### config.mk
export PLATFORM = sky130hd
export DESIGN_NAME = window_line_regs
export DESIGN_NICKNAME = d
export VERILOG_FILES = /design/src/pkg/window_regs_pkg.sv /design/src/core/window_line_regs.sv /design/src/core/pin_sync.sv /design/src/core/line_counter.sv
export SDC_FILE = /design/constraint.sdc
export NUM_CORES = 1
export LEC_CHECK = 0
export ABC_AREA = 1
export BUFFER_PORTS_ARGS = -buffer_cell sky130_fd_sc_hd__buf_2
export CORE_MARGIN = 1
export CORE_UTILIZATION = 54
export CTS_CLUSTER_SIZE = 12
export DETAILED_ROUTE_END_ITERATION = 12
export GPL_TIMING_DRIVEN = 0
export HOLD_SLACK_MARGIN = 0.06
export PLACE_DENSITY = 0.76
export SLEW_MARGIN = 20
export SYNTH_ARGS = -nofsm -noshare
export SYNTH_HDL_FRONTEND = slang
export SYNTH_SLANG_ARGS = --single-unit
### constraint.sdc
create_clock -name mclk -period 2.3 [get_ports mclk]
set_clock_uncertainty 0.05 [all_clocks]
set_input_delay 0.23 -clock mclk [delete_from_list [all_inputs] [get_ports mclk]]
set_output_delay 0.23 -clock mclk [all_outputs]
set_load 0.01 [all_outputs]
### src/pkg/window_regs_pkg.sv
/*
 window and line-count register constants: offsets, fields, reset values.
 assumes one clock (the pixel clock) and a plain byte-wide register port.
*/
// How it works
// - 13-bit vertical offset, high bits at 0x07
// - 16-bit active line count, resets 0x00F0
// - count 0xFFFF means 65536 lines
// - nonzero count exact; zero runs to vsync fall
// - trailing partial strip is discarded
// - read-only processed counter, starts at count
// - sequential reads give previous frame's lines
// - stop at 65536 lines, which reads zero
// - pixel and codec clocks in format ratio
// - ratio one: pixel output on codec clock
// - half-width offers two ratios via select, except mono and 2x2
// - ratio select halves codec clock rate
// - single frame then idle, or sequential
// - compress select resets to compression
// - half-height drops even window lines
package window_regs_pkg;
	// direct register offsets
	localparam logic [7:0] DIR_RUN      = 8'h00;
	localparam logic [7:0] DIR_MODE     = 8'h01;
	localparam logic [7:0] DIR_PTR      = 8'h02;
	localparam logic [7:0] DIR_DATA     = 8'h03;
	// indirect pointers
	localparam logic [7:0] IND_SETUP1   = 8'h00;
	localparam logic [7:0] IND_SETUP2   = 8'h01;
	localparam logic [7:0] IND_HOFF_LO  = 8'h02;
	localparam logic [7:0] IND_HOFF_HI  = 8'h03;
	localparam logic [7:0] IND_APIX_LO  = 8'h04;
	localparam logic [7:0] IND_APIX_HI  = 8'h05;
	localparam logic [7:0] IND_VOFF_LO  = 8'h06;
	localparam logic [7:0] IND_VOFF_HI  = 8'h07;
	localparam logic [7:0] IND_ALINE_LO = 8'h08;
	localparam logic [7:0] IND_ALINE_HI = 8'h09;
	localparam logic [7:0] IND_PROC_LO  = 8'h0A;
	localparam logic [7:0] IND_PROC_HI  = 8'h0B;
	// field positions
	localparam int RUN_BIT      = 0;
	localparam int SEQ_BIT      = 0;
	localparam int HALFW_BIT    = 5;
	localparam int HALFH_BIT    = 6;
	localparam int CLOCK_RATIO_SELECT_BIT     = 7;
	localparam int COMPRESS_BIT = 7;
	localparam int FMT_LSB      = 0;
	localparam int FMT_MSB      = 2;
	// reset values and writable masks
	localparam logic [7:0]  MODE_RST    = 8'h80;
	localparam logic [7:0]  SETUP1_RST  = 8'h01;
	localparam logic [7:0]  SETUP2_RST  = 8'h00;
	localparam logic [7:0]  SETUP2_MASK = 8'h47;
	localparam logic [12:0] HOFF_RST    = 13'h0000;
	localparam logic [15:0] APIX_RST    = 16'h02D0;
	localparam logic [12:0] VOFF_RST    = 13'h0000;
	localparam logic [15:0] ALINE_RST   = 16'h00F0;
	localparam logic [15:0] ALINE_MAXLIT = 16'hFFFF;
	// image format codes in the low mode bits
	localparam logic [2:0] FMT_444  = 3'h0;
	localparam logic [2:0] FMT_422  = 3'h1;
	localparam logic [2:0] FMT_411H = 3'h2;
	localparam logic [2:0] FMT_411V = 3'h3;
	localparam logic [2:0] FMT_4444 = 3'h4;
	localparam logic [2:0] FMT_400  = 3'h5;
	// pixel to codec clock ratio codes
	localparam logic [1:0] RATIO_ONE     = 2'h0;
	localparam logic [1:0] RATIO_HALF    = 2'h1;
	localparam logic [1:0] RATIO_QUARTER = 2'h2;
	// line limits
	localparam logic [16:0] MAX_LINES  = 17'h10000;
	localparam logic [16:0] STRIP_MASK = 17'h00007;
endpackage

### src/core/window_line_regs.sv
/*
 window and line-count register bank with run control and frame walker.
 assumes a byte register port on mclk and async sync pins.
*/
`timescale 1ns/1ps
module window_line_regs
	import window_regs_pkg::*;
#(
	parameter logic [3:0] VERSION = 4'h1  // arbitrary version value
) (
	input  wire logic        mclk,                // pixel clock, 25 MHz
	input  wire logic        rstn,                // async reset, low
	input  wire logic [7:0]  addr,                // direct register address
	input  wire logic [7:0]  wr_data,             // write data
	input  wire logic        wr_en,               // write strobe
	input  wire logic        rd_en,               // read strobe
	output logic      [7:0]  rd_data,             // read data, next cycle
	input  wire logic        vertical_sync_in,    // frame pin
	input  wire logic        horizontal_sync_in,  // line pin
	output logic             run_active,          // run bit
	output logic             compress_select,     // 1 compress, 0 expand
	output logic      [7:0]  setup_one,           // setup byte one
	output logic      [7:0]  setup_two,           // setup byte two
	output logic      [7:0]  io_mode,             // operating mode byte
	output logic      [12:0] horiz_offset_pixels, // window x offset
	output logic      [15:0] active_pixel_count,  // window width
	output logic      [1:0]  pixel_ratio,         // pixel to codec ratio
	output logic             pixel_out_bus_on_codec_clk,  // output bus clock pick
	output logic             line_take,           // line processed pulse
	output logic             frame_busy,          // frame in progress
	output logic             frame_done           // frame end pulse
);
	////////////////////////////////////////////////////////////////////////////////
	// state

	typedef struct packed {
		logic        go;        // run control
		logic [7:0]  mode;      // operating mode
		logic [7:0]  ptr;       // indirect pointer
		logic [7:0]  setup1;    // setup one
		logic [7:0]  setup2;    // setup two
		logic [12:0] hoff;      // horizontal offset
		logic [15:0] apix;      // active pixels
		logic [12:0] voff;      // vertical offset
		logic [15:0] aline;     // active line count
		logic [15:0] proc;      // processed lines
		logic        counted;   // a frame has reported
		logic [7:0]  rdata;     // read data
		logic [1:0]  ratio;     // clock ratio
		logic        on_codec;  // output bus on codec clock
	} bank_s;

	localparam bank_s BANK_RST = '{
		go:       1'b0,
		mode:     MODE_RST,
		ptr:      8'h00,
		setup1:   SETUP1_RST,
		setup2:   SETUP2_RST,
		hoff:     HOFF_RST,
		apix:     APIX_RST,
		voff:     VOFF_RST,
		aline:    ALINE_RST,
		proc:     ALINE_RST,
		counted:  1'b0,
		rdata:    8'h00,
		ratio:    RATIO_HALF,
		on_codec: 1'b0
	};

	bank_s q;  // state
	bank_s n;  // next state

	logic [1:0]  sync_rise;  // edges: bit1 vsync, bit0 hsync
	logic [1:0]  sync_fall;  // falling edges
	logic [16:0] target;     // logical line count
	logic        lc_take;    // walker take pulse
	logic        lc_busy;    // walker busy
	logic        lc_done;    // walker done pulse
	logic [16:0] lc_lines;   // walker result
	logic        ind_wr;     // write to indirect space
	logic [2:0]  fmt;        // image format code
	logic [1:0]  base_ratio; // ratio without halving
	logic        dbl;        // codec clock halved

	////////////////////////////////////////////////////////////////////////////////
	// indirect read mux

	// pointer selects; reserved and unmapped read zero
	function automatic logic [7:0] ind_read(input bank_s s);
		logic [7:0] v;
		v = 8'h00;
		case (s.ptr)
			IND_SETUP1:   v = s.setup1;
			IND_SETUP2:   v = s.setup2;
			IND_HOFF_LO:  v = s.hoff[7:0];
			IND_HOFF_HI:  v = {3'h0, s.hoff[12:8]};
			IND_APIX_LO:  v = s.apix[7:0];
			IND_APIX_HI:  v = s.apix[15:8];
			IND_VOFF_LO:  v = s.voff[7:0];
			IND_VOFF_HI:  v = {3'h0, s.voff[12:8]};
			IND_ALINE_LO: v = s.aline[7:0];
			IND_ALINE_HI: v = s.aline[15:8];
			IND_PROC_LO:  v = s.proc[7:0];
			IND_PROC_HI:  v = s.proc[15:8];
			default:      v = 8'h00;
		endcase
		return v;
	endfunction

	////////////////////////////////////////////////////////////////////////////////
	// helpers

	// data register writes land at the pointed register
	assign ind_wr = wr_en && (addr == DIR_DATA);

	// all-ones literal stands for 65536 lines
	assign target = (q.aline == ALINE_MAXLIT) ? MAX_LINES : {1'b0, q.aline};

	assign fmt = q.mode[FMT_MSB:FMT_LSB];

	// base ratio from format; whole design runs on the pixel clock,
	// the codec clock plant reads pixel_ratio
	always_comb begin
		case (fmt)
			FMT_444: base_ratio = RATIO_QUARTER;
			FMT_400: base_ratio = RATIO_ONE;
			default: base_ratio = RATIO_HALF;
		endcase
	end

	// half width offers a second ratio except mono and 2x2
	assign dbl = q.setup1[HALFW_BIT] && q.setup1[CLOCK_RATIO_SELECT_BIT]
		&& (fmt != FMT_400) && (fmt != FMT_411V);

	////////////////////////////////////////////////////////////////////////////////
	// next state

	always_comb begin
		n       = q;
		n.rdata = 8'h00;  // data stand for one cycle only

		// clock ratio, doubled when the codec clock is slowed
		if (dbl) begin
			n.ratio = (base_ratio == RATIO_QUARTER) ? RATIO_HALF : RATIO_ONE;
		end else begin
			n.ratio = base_ratio;
		end
		n.on_codec = (n.ratio == RATIO_ONE);

		// frame result; compression only
		if (lc_done && q.mode[COMPRESS_BIT]) begin
			n.proc    = lc_lines[15:0];
			n.counted = 1'b1;
		end
		// single frame drops the run bit when done
		if (lc_done && !q.setup1[SEQ_BIT]) begin
			n.go = 1'b0;
		end

		// direct writes; a software run write wins over the hardware clear
		if (wr_en) begin
			case (addr)
				DIR_RUN:  n.go   = wr_data[RUN_BIT];
				DIR_MODE: n.mode = wr_data;
				DIR_PTR:  n.ptr  = wr_data;
				default:  n.go   = n.go;              // data and unmapped
			endcase
		end

		// indirect writes; counter is read-only
		if (ind_wr) begin
			case (q.ptr)
				IND_SETUP1:   n.setup1     = wr_data;
				IND_SETUP2:   n.setup2     = wr_data & SETUP2_MASK;
				IND_HOFF_LO:  n.hoff[7:0]  = wr_data;
				IND_HOFF_HI:  n.hoff[12:8] = wr_data[4:0];
				IND_APIX_LO:  n.apix[7:0]  = wr_data;
				IND_APIX_HI:  n.apix[15:8] = wr_data;
				IND_VOFF_LO:  n.voff[7:0]  = wr_data;
				IND_VOFF_HI:  n.voff[12:8] = wr_data[4:0];
				IND_ALINE_LO: begin
					n.aline[7:0] = wr_data;
					if (!n.counted) begin
						n.proc[7:0] = wr_data;  // counter starts at count
					end
				end
				IND_ALINE_HI: begin
					n.aline[15:8] = wr_data;
					if (!n.counted) begin
						n.proc[15:8] = wr_data;
					end
				end
				default: n.ptr = n.ptr;  // read-only or unmapped
			endcase
		end

		// reads see state before this cycle's write
		if (rd_en) begin
			case (addr)
				DIR_RUN:  n.rdata = {VERSION, 3'h0, q.go};
				DIR_MODE: n.rdata = q.mode;
				DIR_PTR:  n.rdata = q.ptr;
				DIR_DATA: n.rdata = ind_read(q);
				default:  n.rdata = 8'h00;
			endcase
		end
	end

	always_ff @(posedge mclk or negedge rstn) begin
		if (!rstn) begin
			q <= BANK_RST;
		end else begin
			q <= n;
		end
	end

	////////////////////////////////////////////////////////////////////////////////
	// submodules

	// pins resynchronised before any use
	pin_sync u_sync (
		.mclk (mclk),
		.rstn (rstn),
		.pins ({vertical_sync_in, horizontal_sync_in}),
		.rise (sync_rise),
		.fall (sync_fall)
	);

	// expansion walks the window too but leaves the processed counter alone
	line_counter u_walk (
		.mclk        (mclk),
		.rstn        (rstn),
		.vs_rise     (sync_rise[1]),
		.vs_fall     (sync_fall[1]),
		.hs_rise     (sync_rise[0]),
		.arm         (q.go),
		.half_height_scale_offset (q.voff),
		.target      (target),
		.half_height (q.setup1[HALFH_BIT]),  // relies on even count
		.line_take   (lc_take),
		.busy        (lc_busy),
		.done        (lc_done),
		.lines_done  (lc_lines)
	);

	////////////////////////////////////////////////////////////////////////////////
	// outputs

	assign rd_data             = q.rdata;
	assign run_active          = q.go;
	assign compress_select     = q.mode[COMPRESS_BIT];
	assign setup_one           = q.setup1;
	assign setup_two           = q.setup2;
	assign io_mode             = q.mode;
	assign horiz_offset_pixels = q.hoff;
	assign active_pixel_count  = q.apix;
	assign pixel_ratio         = q.ratio;
	assign pixel_out_bus_on_codec_clk  = q.on_codec;
	assign line_take           = lc_take;
	assign frame_busy          = lc_busy;
	assign frame_done          = lc_done;
endmodule

### src/core/pin_sync.sv
/*
 two-flop synchroniser for the two sync pins, with edge pulses.
 assumes the pins are asynchronous to mclk.
*/
`timescale 1ns/1ps
module pin_sync (
	input  wire logic       mclk,  // pixel clock
	input  wire logic       rstn,  // async reset, low
	input  wire logic [1:0] pins,  // raw pins
	output logic      [1:0] rise,  // rising edge pulse
	output logic      [1:0] fall   // falling edge pulse
);
	typedef struct packed {
		logic [1:0] s1;  // first stage, read by s2 only
		logic [1:0] s2;  // stable level
		logic [1:0] s3;  // previous level
	} sync_s;

	sync_s q;  // state
	sync_s n;  // next state

	// shift chain
	always_comb begin
		n    = q;
		n.s1 = pins;
		n.s2 = q.s1;
		n.s3 = q.s2;
	end

	always_ff @(posedge mclk or negedge rstn) begin
		if (!rstn) begin
			q <= '0;
		end else begin
			q <= n;
		end
	end

	// edges use only the settled stages
	assign rise = q.s2 & ~q.s3;
	assign fall = ~q.s2 & q.s3;
endmodule

### src/core/line_counter.sv
/*
 per-frame line walker: skips offset lines, counts window lines.
 assumes edge pulses already synchronised to mclk.
*/
`timescale 1ns/1ps
module line_counter
	import window_regs_pkg::*;
(
	input  wire logic        mclk,        // pixel clock
	input  wire logic        rstn,        // async reset, low
	input  wire logic        vs_rise,     // frame start pulse
	input  wire logic        vs_fall,     // frame end pulse
	input  wire logic        hs_rise,     // line start pulse
	input  wire logic        arm,         // run enabled
	input  wire logic [12:0] half_height_scale_offset, // lines to skip
	input  wire logic [16:0] target,      // 0: until vsync falls
	input  wire logic        half_height, // drop even lines
	output logic             line_take,   // line processed pulse
	output logic             busy,        // frame in progress
	output logic             done,        // frame end pulse
	output logic      [16:0] lines_done   // processed lines
);
	typedef enum logic [1:0] {IDLE, OFFSET, ACTIVE} walk_e;
	typedef struct packed {
		walk_e       st;      // walker state
		logic [12:0] skip;    // offset lines seen
		logic [16:0] taken;   // window lines seen
		logic        parity;  // next line even
		logic        take;    // take pulse
		logic        done;    // end pulse
		logic [16:0] result;  // last frame count
		logic        busy;    // frame level, kept in a flop
	} walk_s;

	walk_s q;  // state
	walk_s n;  // next state

	// frame walk
	always_comb begin
		n      = q;
		n.take = 1'b0;
		n.done = 1'b0;
		case (q.st)
			IDLE: begin
				if (vs_rise && arm) begin
					n.skip   = '0;
					n.taken  = '0;
					n.parity = 1'b0;
					n.st     = (half_height_scale_offset == 13'h0000) ? ACTIVE : OFFSET;
				end
			end
			OFFSET: begin
				if (vs_fall) begin
					n.st     = IDLE;  // window never reached
					n.result = '0;
					n.done   = 1'b1;
				end else if (hs_rise) begin
					n.skip = q.skip + 13'h0001;
					if (n.skip == half_height_scale_offset) begin
						n.st = ACTIVE;
					end
				end
			end
			ACTIVE: begin
				if (vs_fall) begin
					// partial strip thrown away
					n.st     = IDLE;
					n.result = q.taken & ~STRIP_MASK;
					n.done   = 1'b1;
				end else if (hs_rise) begin
					n.taken  = q.taken + 17'h00001;
					n.parity = ~q.parity;
					n.take   = !(half_height && q.parity);
					// fixed count or hard cap ends the frame
					if ((n.taken == target) || (n.taken == MAX_LINES)) begin
						n.st     = IDLE;
						n.result = n.taken;
						n.done   = 1'b1;
					end
				end
			end
			default: begin
				n.st = IDLE;
			end
		endcase
		// registered copy so the busy output needs no decode after the flop
		n.busy = (n.st != IDLE);
	end

	always_ff @(posedge mclk or negedge rstn) begin
		if (!rstn) begin
			q <= '{st: IDLE, default: '0};
		end else begin
			q <= n;
		end
	end

	assign line_take  = q.take;
	assign busy       = q.busy;
	assign done       = q.done;
	assign lines_done = q.result;
endmodule

# After elaboration in Yosys (flattened, before gate mapping)
# Cells that the tools add are included.
# totals
reg_bits,173
latch_bits,0
ramBits,0
mem_bits_ro,0
input_bits,22
output_inout_bits,69
mem_count,0
# op_classes
n_addsub,2
multipliers,0
n_div,0
n_lt_le_gt_ge,0
eq_ne,32
shift,0
n_mux,37
bitwise,5
n_reduce_logical,35
# ops
cell,n
case mux 8 bit (12 select lines),1
case mux 18 bit (2 select lines),2
two-way mux 8 bit,7
two-way mux 18 bit,3
two-way mux 17 bit,3
two-way mux 37 bit,1
two-way mux 33 bit,1
== test 8 x 2 -> 1 bit (second input constant),4
== test 8 x 3 -> 1 bit (second input constant),4
== test 8 x 4 -> 1 bit (second input constant),4
case mux 8 bit (4 select lines),1
case mux 13 bit (2 select lines),1
AND reduction 2 bit,11
two-way mux 19 bit,1
adder 17 x 1 -> 17 bit (second input constant),1
== test 17 bit,1
== test 17 bit (second input constant),1
== test 16 bit (second input constant),1
== test 8 x 1 -> 1 bit (second input constant),2
logical NOT 8 bit,2
two-way mux 16 bit,1
two-way mux 15 bit,1
two-way mux 2 bit,7
adder 13 x 1 -> 13 bit (second input constant),1
other kinds (23),49

# Longest topological paths before layout
# Gate-level depths: netlist of run 1.
# depth
depth_word,9
depth_mapped,19
mapped_depth_nobuf,19

# Cells and area by module
# A second synthesis of run 1 with hierarchy kept.
# unflattened
cells_unflattened,1447
area_unflattened_um2,10626.4
# modules_own_cells
mod,instances,cells_per_inst,area_per_inst_um2,seq_area_each_um2
window_line_regs,1,809,6331.1,2896.5
line_counter,1,624,4115.2,1326.3
pin_sync,1,14,180.2,150.1

# Least setup slack after synthesis of run 1
# No wires, ideal clock.
# synth_timing
path_kind,register -> register
startpoint,register q[34] in the netlist's numbering
endpoint,"register u_walk.q, in the netlist u_walk.lines_done[2]"
setup_time_ns,0.119
t_arrival_ns,2.069
required_time_ns,2.131
path_slack_ns,0.062
stages_incl_launch_ff,16
n_path_buf,2
period_less_slack_ns,2.238
cell_sequence,dfstp_2 nand2_1 nor2_1 nand4_2 buf_6 nand3_1 nand2_1 nor2_1 nand2_1 nor2_1 nand3_1 nand3_2 nand3_4 buf_6 nand2_1 o21ai_2
# synth_via
elab_chain_len,6
# synth_rtl
element,line,source
from (decl),window_line_regs.sv:70,bank_s q;
from (signal assigned),window_line_regs.sv:213,q <= n;
== test 16 bit,window_line_regs.sv:117,"assign target = (q.aline == ALINE_MAXLIT) ? MAX_LINES : {1'b0, q.aline};"
two-way mux 17 bit *,window_line_regs.sv:117,
== test 17 bit *,line_counter.sv:75,if ((n.taken == target) || (n.taken == MAX_LINES)) begin
logical OR 1 bit *,line_counter.sv:75,
!= test 3 x 2 -> 1 bit (no source line) *,n/a,
AND reduction 4 bit (no source line) *,n/a,
to (signal assigned),line_counter.sv:94,q <= n;
to (decl),line_counter.sv:35,walk_s q;
# Every way passes the cells marked *; elsewhere a longest branch is shown, timed or not.
# A chain may end at the register's enable or synchronous reset.

# Worst setup path after layout of run 1
# layout_timing
startpoint,register u_walk.q[22] in the netlist's numbering
endpoint,"register u_walk.q, in the netlist u_walk.lines_done[11]"
# layout_via
elab_chain_len,5
word_cells_on_any_way,10
classes_between,add/sub (1); eq/ne (3); mux (4); reduce/logical (2)
# layout_rtl
element,line,source
adder 17 x 1 -> 17 bit *,line_counter.sv:71,n.taken = q.taken + 17'h00001;
== test 17 bit or two-way mux 18 bit (tied branches),line_counter.sv:75,
logical OR 1 bit or two-way mux 37 bit (tied branches),"line_counter.sv:75, line_counter.sv:70",
!= test 3 x 2 -> 1 bit (no source line) or two-way mux 18 bit (tied branches),n/a,
AND reduction 4 bit (no source line) or case mux 18 bit (2 select lines) (tied branches),n/a,
# Every way passes the cells marked *; elsewhere a longest branch is shown, timed or not. The select of a mux whose other input is x is not followed.

==> metrics.csv, run 1 <==
metric,value,unit
rsz0062_at_grt,true,
place_area,10700,µm²
crit_chain,buf_4 -> nand3_1 -> nor2_2 -> nand3_1 -> nand2_1 -> nand2_1 -> nor2_1 -> nand3_1 -> nor2_1 -> nand3_1 -> nand3_4 -> nand3_4 -> buf_6 -> nand2_1 -> o21ai_2,
initial_utilization,55.2,%
tightest_slew,745,ps
final_common_cell,nand2_1,
clkLatencyLatePin,440,ps
yosysSeqAreaShare,43.9,%
crit_arrival,2830,ps
cts_buffer_depth,2,
gr-usage-met1,42.8,%
totalWireLength,29900,µm
grt_pass1_vias,8620,
chipWidth,137,µm
crit_type,flop to flop,
drtIter0Drc,892,
max_freq,0.392,GHz
status,"complete, but fails checks",
clock-sinks,173,
cp.required,2580,ps
yosysTopAreaCellShare,39.9,%
cp_max_fo,6,
grt_overflow,0,
ys_types,49,
end_kind,flop,
fin_ws,-253,ps
port_buffers,86,
failed_checks,setup timing,
hp-class,input port to flop,
finalCritPeriodShare,111,%
drc,0,
drive_above_1_share,26.4,%
nFillCells,1467,
track_usage,32.4,%
pre_cts_slack,-590,ps
syn_area_per_cell,7.55,µm²
cpMostUsedCell,nand3_1,
routedWlPerCell,17.4,µm
fin_util,67.7,%
path_clk_slew,70,ps
core-area,18000,µm²
first_pass_iters,5,
rows,49,
grt-busiest-layer,met2,
cts_inserted_buffers,17,
slowest_delay,440,ps
yosysWarnings,0,
setup-violations-final,20,
grt_max_degree,92,
drv_slew,0,
vias,9714,
antenna_found_initial,0,
place_hpwl,21300,µm
min_period,2550,ps
nNetsFinal,1500,
ir_worst_vdd,0.000529,V
design_area,12200,µm²
slew_headroom,50.3,%
synth-edff-count,0,
die_height,137,µm
power_density,581,nW/µm²
p_leak,5.74,nW
yosys.area.top_type,dfrtp_1,
multi_input_area,4760,µm²
path_delay_family,simple AND/OR/NAND/NOR gates,
crit_buf_inv,2,
cpMaxStageDelayCell,dfrtp_2,
synthesis.area,9910,µm²
syn_to_final_growth,22.7,%
cp-start-kind,flop,
clockRootBuffer,clkbuf_16,
synth_area_leaders,"dfrtp_1 40%, nand2_1 15%, o21ai_0 6.5%",
grt_pass1_wl,45900,µm
gr-usage-met3,5.37,%
syn_inst,1312,
io_pins,91,
hold_viol_final,0,
max_cap_viol_count,0,
synthArstFlopShare,100,%
grt_util_met2,51.4,%
synthFlopType,dfrtp_1,
seq_area,4360,µm²
final_cell_mix,"354 x nand2_1, 150 x dfrtp_1, 133 x inv_1, 129 x o21ai_0, 97 x buf_4",
gp_congestion,1.02,
cts_tree,done,
ctsHtreeMaxLevel,4,
antenna_cells,0,
vias_per_cell,5.67,
ys_seq_elements,173,
ant_nets,0,
die_area,18900,µm²
==> kinds of logic (layout without fill, tap and decap cells) <==
group | count (synthesis) | after routing | share of synthesized area (%)
xor gates and xnor gates | 14 | 14 | 1.31
buffers and inverters | 238 | 407 | 11.9
and+or+nand+nor | 630 | 630 | 27.1
AOI/OAI and AO/OA | 248 | 248 | 14.7
adders and majority gates | 7 | 7 | 0.884
muxes | 1 | 1 | 0.101
DFF | 173 | 173 | 43.9
other | 1 | 4 | 0.0378
==> cell usage after synthesis (2+ instances only) <==
cell      count
nor2_1      106
a31oi_1       5
inv_1       134
a22o_1        8
o21ai_1       9
dfstp_2      15
nor3_1       11
a221oi_1     16
nor4_1        4
o22ai_1      37
nand3_2       3
buf_6         5
clkbuf_1     24
nand3_1      63
xor2_1       11
nand4_1      20
a22oi_1       5
o21ai_2      14
ha_1          7
dfrtp_1     158
buf_2         3
nand2_2      15
nand2_1     386
nor3b_1       2
xnor2_1       2
buf_4        63
inv_2         3
clkinv_1      4
o21ai_0     129
nor2_2        9
a21oi_1      22
nor2_4        2
==> per-layer routing <==
metal | up-vias | wire (µm) | share of wire (%)
met4 | 0 | 1500 | 5.0
li1 | 4561 | - | -
met5 | - | 0 | 0
met2 | 495 | 13800 | 46
met1 | 4563 | 12500 | 42
met3 | 95 | 2110 | 7.0
==> area by class of cell <==
type	instances	share of cell area, %
buffer	97	5.64
clock buffer	17	3.50
clock inverter	15	1.61
inverter	141	4.37
multi-input combinational	904	39.2
sequential	173	35.8
tap	229	2.36
timing repair buffer	137	7.49
==> path summary, 6_finish.rpt <==
check	from	to	slack [ps]	cells past startpoint
min	wr_en	run_active	100	4
min reg2reg	u_sync.n[2]	u_sync.n[0]	300	0
max in group asynchronous	rstn	u_walk.q[24]	980	3
max	u_walk.q[22]	u_walk.lines_done[11]	-250	15
max reg2reg	u_walk.q[22]	u_walk.lines_done[11]	-250	15
min in group asynchronous	rstn	u_walk.q[44]	310	2
==> registers in the layout, summed over array words and instances, names as in the netlist <==
register                    cells
pixel_ratio                     2
setup_one                       8
horiz_offset_pixels            13
u_walk.lines_done              16
io_mode                         8
u_sync.n                        4
u_walk.line_take                1
u_walk.q                       33
rd_data                         8
active_pixel_count             16
run_active                      1
u_sync.q                        2
pixel_out_bus_on_codec_clk      1
u_walk.done                     1
u_walk.busy                     1
q                              54
setup_two                       4
==> worst register-to-register path, delay by kind of cell, from the launching register on <==
| kind | cells | cell delay, ps |
|---|---|---|
| AO/OA/AOI/OAI | 1 | 60 |
| buffers and inverters | 2 | 340 |
| flip-flops | 1 | 440 |
| AND/OR/NAND/NOR | 12 | 1560 |
==> what timing repair did <==
| item | CTS | global route |
|---|---|---|
| pin swaps | 12 | 13 |
| setup endpoints to repair | 76 | 109 |
| setup buffers | 18 | 17 |
| hold endpoints to repair | 99 | 0 |
| cloned | 2 | 1 |
| hold buffers | 12 | 0 |
| resized for setup | 60 | 71 |
==> power by group <==
part,switching (mW),internal (mW),total (mW)
clock,1.42,1.57,3.00
sequential,0.0497,3.10,3.15
combinational,0.571,0.345,0.916
total,2.04,5.02,7.06
==> through the flow <==
stage / hold WS (ps) / instances / total power [mW] / setup TNS, ps
after floorplan: -116 / 1315 / 3.63 / 0
after global placement: 284 / 1630 / 3.89 / -305160
after detailed placement: 236 / 1631 / 3.91 / -24330
after CTS: 101 / 1695 / 6.92 / -2950
after global routing: 133 / 1713 / 7.30 / -7230
final: 105 / 1713 / 7.06 / -4070
Power figures use the tool's default switching activity.
==> run 2, diff against run 1 <==
Settings changed: CORE_UTILIZATION 54 to 60, PLACE_DENSITY 0.76 to 0.8.
Clock period 2.3 ns to 3 ns, I/O delays scaled along.
==> metrics.csv, run 2 (synthesis results as in run 1) <==
metric,value,unit,change
grt_max_degree,98,,+6.5%
cts_inserted_buffers,17,,unchanged
path_clk_slew,70,ps,about the same
hp-class,input port to flop,,
drive_above_1_share,18.5,%,-7.9 points
cp.required,3270,ps,+690 ps
vias_per_cell,5.69,,+0.34%
clockRootBuffer,clkbuf_16,,
internal-power,3.74,mW,-25%
p_switching,1.43,mW,-30%
power.total,5.17,mW,-27%
antenna_cells,0,,unchanged
top_register,q,,
track_usage,34.8,%,+2.4 points
largest_reg_flops,54,,unchanged
power_density,457,nW/µm²,-21%
vias,9411,,-3.1%
die_area,17000,µm²,-9.9%
p_clk_share,42.9,%,+0.5 points
core-area,16000,µm²,-11%
place_area,10700,µm²,-0.15%
cts_setup_buffers,0,,-18
path_delay_family,simple AND/OR/NAND/NOR gates,,
crit_type,flop to flop,,
final_cell_count_no_fill,1654,,-3.4%
crit_buf_inv,1,,-1
slowest_delay,470,ps,+30 ps
nNetsFinal,1454,,-3.1%
drv_slew,0,,unchanged
slew_headroom,45.7,%,-4.6 points
antenna_found_initial,0,,unchanged
r2r_slack,220,ps,+470 ps
seq_power_share,46.7,%,+2.1 points
rsz0062_at_grt,false,,
chipWidth,131,µm,-5.1%
rows,46,,-6.1%
nFillCells,1331,,-9.3%
routedWlPerCell,17.2,µm,-1.6%
p_sw_share,27.7,%,-1.2 points
r2r_start,u_walk.q[22],,
min_from,wr_data[1],,
place_hpwl,21100,µm,-1.2%
cts_buffer_depth,2,,unchanged
whs_endpoint,q[37],,
crit_chain,ha_4 -> nand2_1 -> nor2_2 -> nand2_1 -> nand2_1 -> nand2_1 -> nand2_1 -> nand2_1 -> nor2_1 -> nand2_1 -> nor2_1 -> nand3_1 -> nand3_2 -> nand3_4 -> buf_6 -> nand2_1 -> o21ai_2,,
ctsHtreeMaxLevel,4,,unchanged
cpMaxStageDelayCell,dfrtp_1,,
whs_path_depth,3,,-1
port_buffers,86,,unchanged
ir_worst_vdd,0.000419,V,-21%
io_pins,91,,unchanged
tightest_slew,814,ps,+69.3 ps
cp_max_fo,10,,+4
worst_r2r_path_depth,17,,+2
cpMostUsedCell,nand2_1,,
hold_viol_final,0,,unchanged
grt_pass1_vias,8607,,-0.15%
end_kind,flop,,
p_leak,5.36,nW,-6.5%
grt_pass1_wl,44600,µm,-2.7%
design_area,11300,µm²,-6.9%
r2r-end,u_walk.lines_done[4],,
max_cap_viol_count,0,,unchanged
finalCritPeriodShare,92.7,%,-18 points
status,finished clean,,
drc,0,,unchanged
clock-sinks,173,,unchanged
crit_arrival,3050,ps,+220 ps
final_cell_mix,"386 x nand2_1, 157 x dfrtp_1, 134 x inv_1, 129 x o21ai_0, 105 x nor2_1",,
min_period,2780,ps,+228 ps
max_freq,0.360,GHz,-8.2%
totalWireLength,28400,µm,-5.0%
first_pass_iters,8,,+3
ant_nets,0,,unchanged
cts_tree,done,,
grt_overflow,0,,unchanged
initial_utilization,61.9,%,+6.8 points
reg.largest.list,"q x54, u_walk.q x33",,
setup-violations-final,0,,-100%
cp-start-kind,flop,,
gp_congestion,1.02,,+0.30%
power.share.combinational,10.5,%,-2.5 points
final_common_cell,nand2_1,,
drtIter0Drc,1042,,+17%
syn_to_final_growth,14.3,%,
dp_cells,1618,,-0.80%
clkLatencyLatePin,440,ps,about the same
die_height,131,µm,-5.1%
==> run 2: worst max path at each step <==
stage	start	to	slack [ps]	depth (start not counted)
after floorplan	q[34]	u_walk.lines_done[2]	760	15
after global placement	rstn	u_sync.q[1]	-1030	1
after detailed placement	u_walk.q[21]	u_walk.done	-20	14
after CTS	u_walk.q[21]	u_walk.done	70	14
after global routing	u_walk.q[22]	u_walk.lines_done[9]	6	17
final	u_walk.q[22]	u_walk.lines_done[4]	220	17
==> run 2: power by group through the flow <==
stage                     logic, mW  registers (mW)  clock network [mW]
after floorplan               0.334            2.45                   0
after global placement        0.521            2.46                   0
after detailed placement      0.533            2.46                   0
after CTS                     0.541            2.41                2.22
after global routing          0.598            2.42                2.33
final                         0.541            2.41                2.22
==> run 2: per-stage QoR <==
stage,hold WS (ps),worst slack (ps),utilization (%),setup TNS [ps]
after floorplan,-45.6,762,-,0
after global placement,282,-1030,66.4,-160040
after detailed placement,262,-16.8,66.6,-16.8
after CTS,70.0,73.8,70.6,0
after global routing,83.2,6.18,70.8,0
final,69.8,219,70.8,0
==> run 2: area by class of cell <==
class / count / area (µm²) / share of cell area (%)
inverters: 141 / 529 / 4.67
well taps: 216 / 270 / 2.39
repair buffers: 91 / 508 / 4.49
clock inverters: 14 / 149 / 1.31
flip-flops and latches: 173 / 4350 / 38.4
multi-input cells: 904 / 4430 / 39.1
clock buffers: 18 / 439 / 3.88
plain buffers: 97 / 653 / 5.77
==> run 2: worst min-delay path: cells and delay by family <==
family	cells	cell delay [ps]
buffers and inverters	1	100
AOI/OAI and AO/OA	1	60
and+or+nand+nor	1	50
==> run 2: layer usage <==
layer,share of wire [%],GRT usage (%)
met1,42,45.9
met5,0,0
met2,46,56.0
met4,4.9,17.3
met3,7.7,5.70
==> run 2: what timing repair did <==
item | CTS | global route
setup endpoints to repair | 1 | 20
hold endpoints to repair | 76 | 0
pin swaps | 0 | 0
hold buffers | 4 | 0
gates resized for setup | 1 | 7
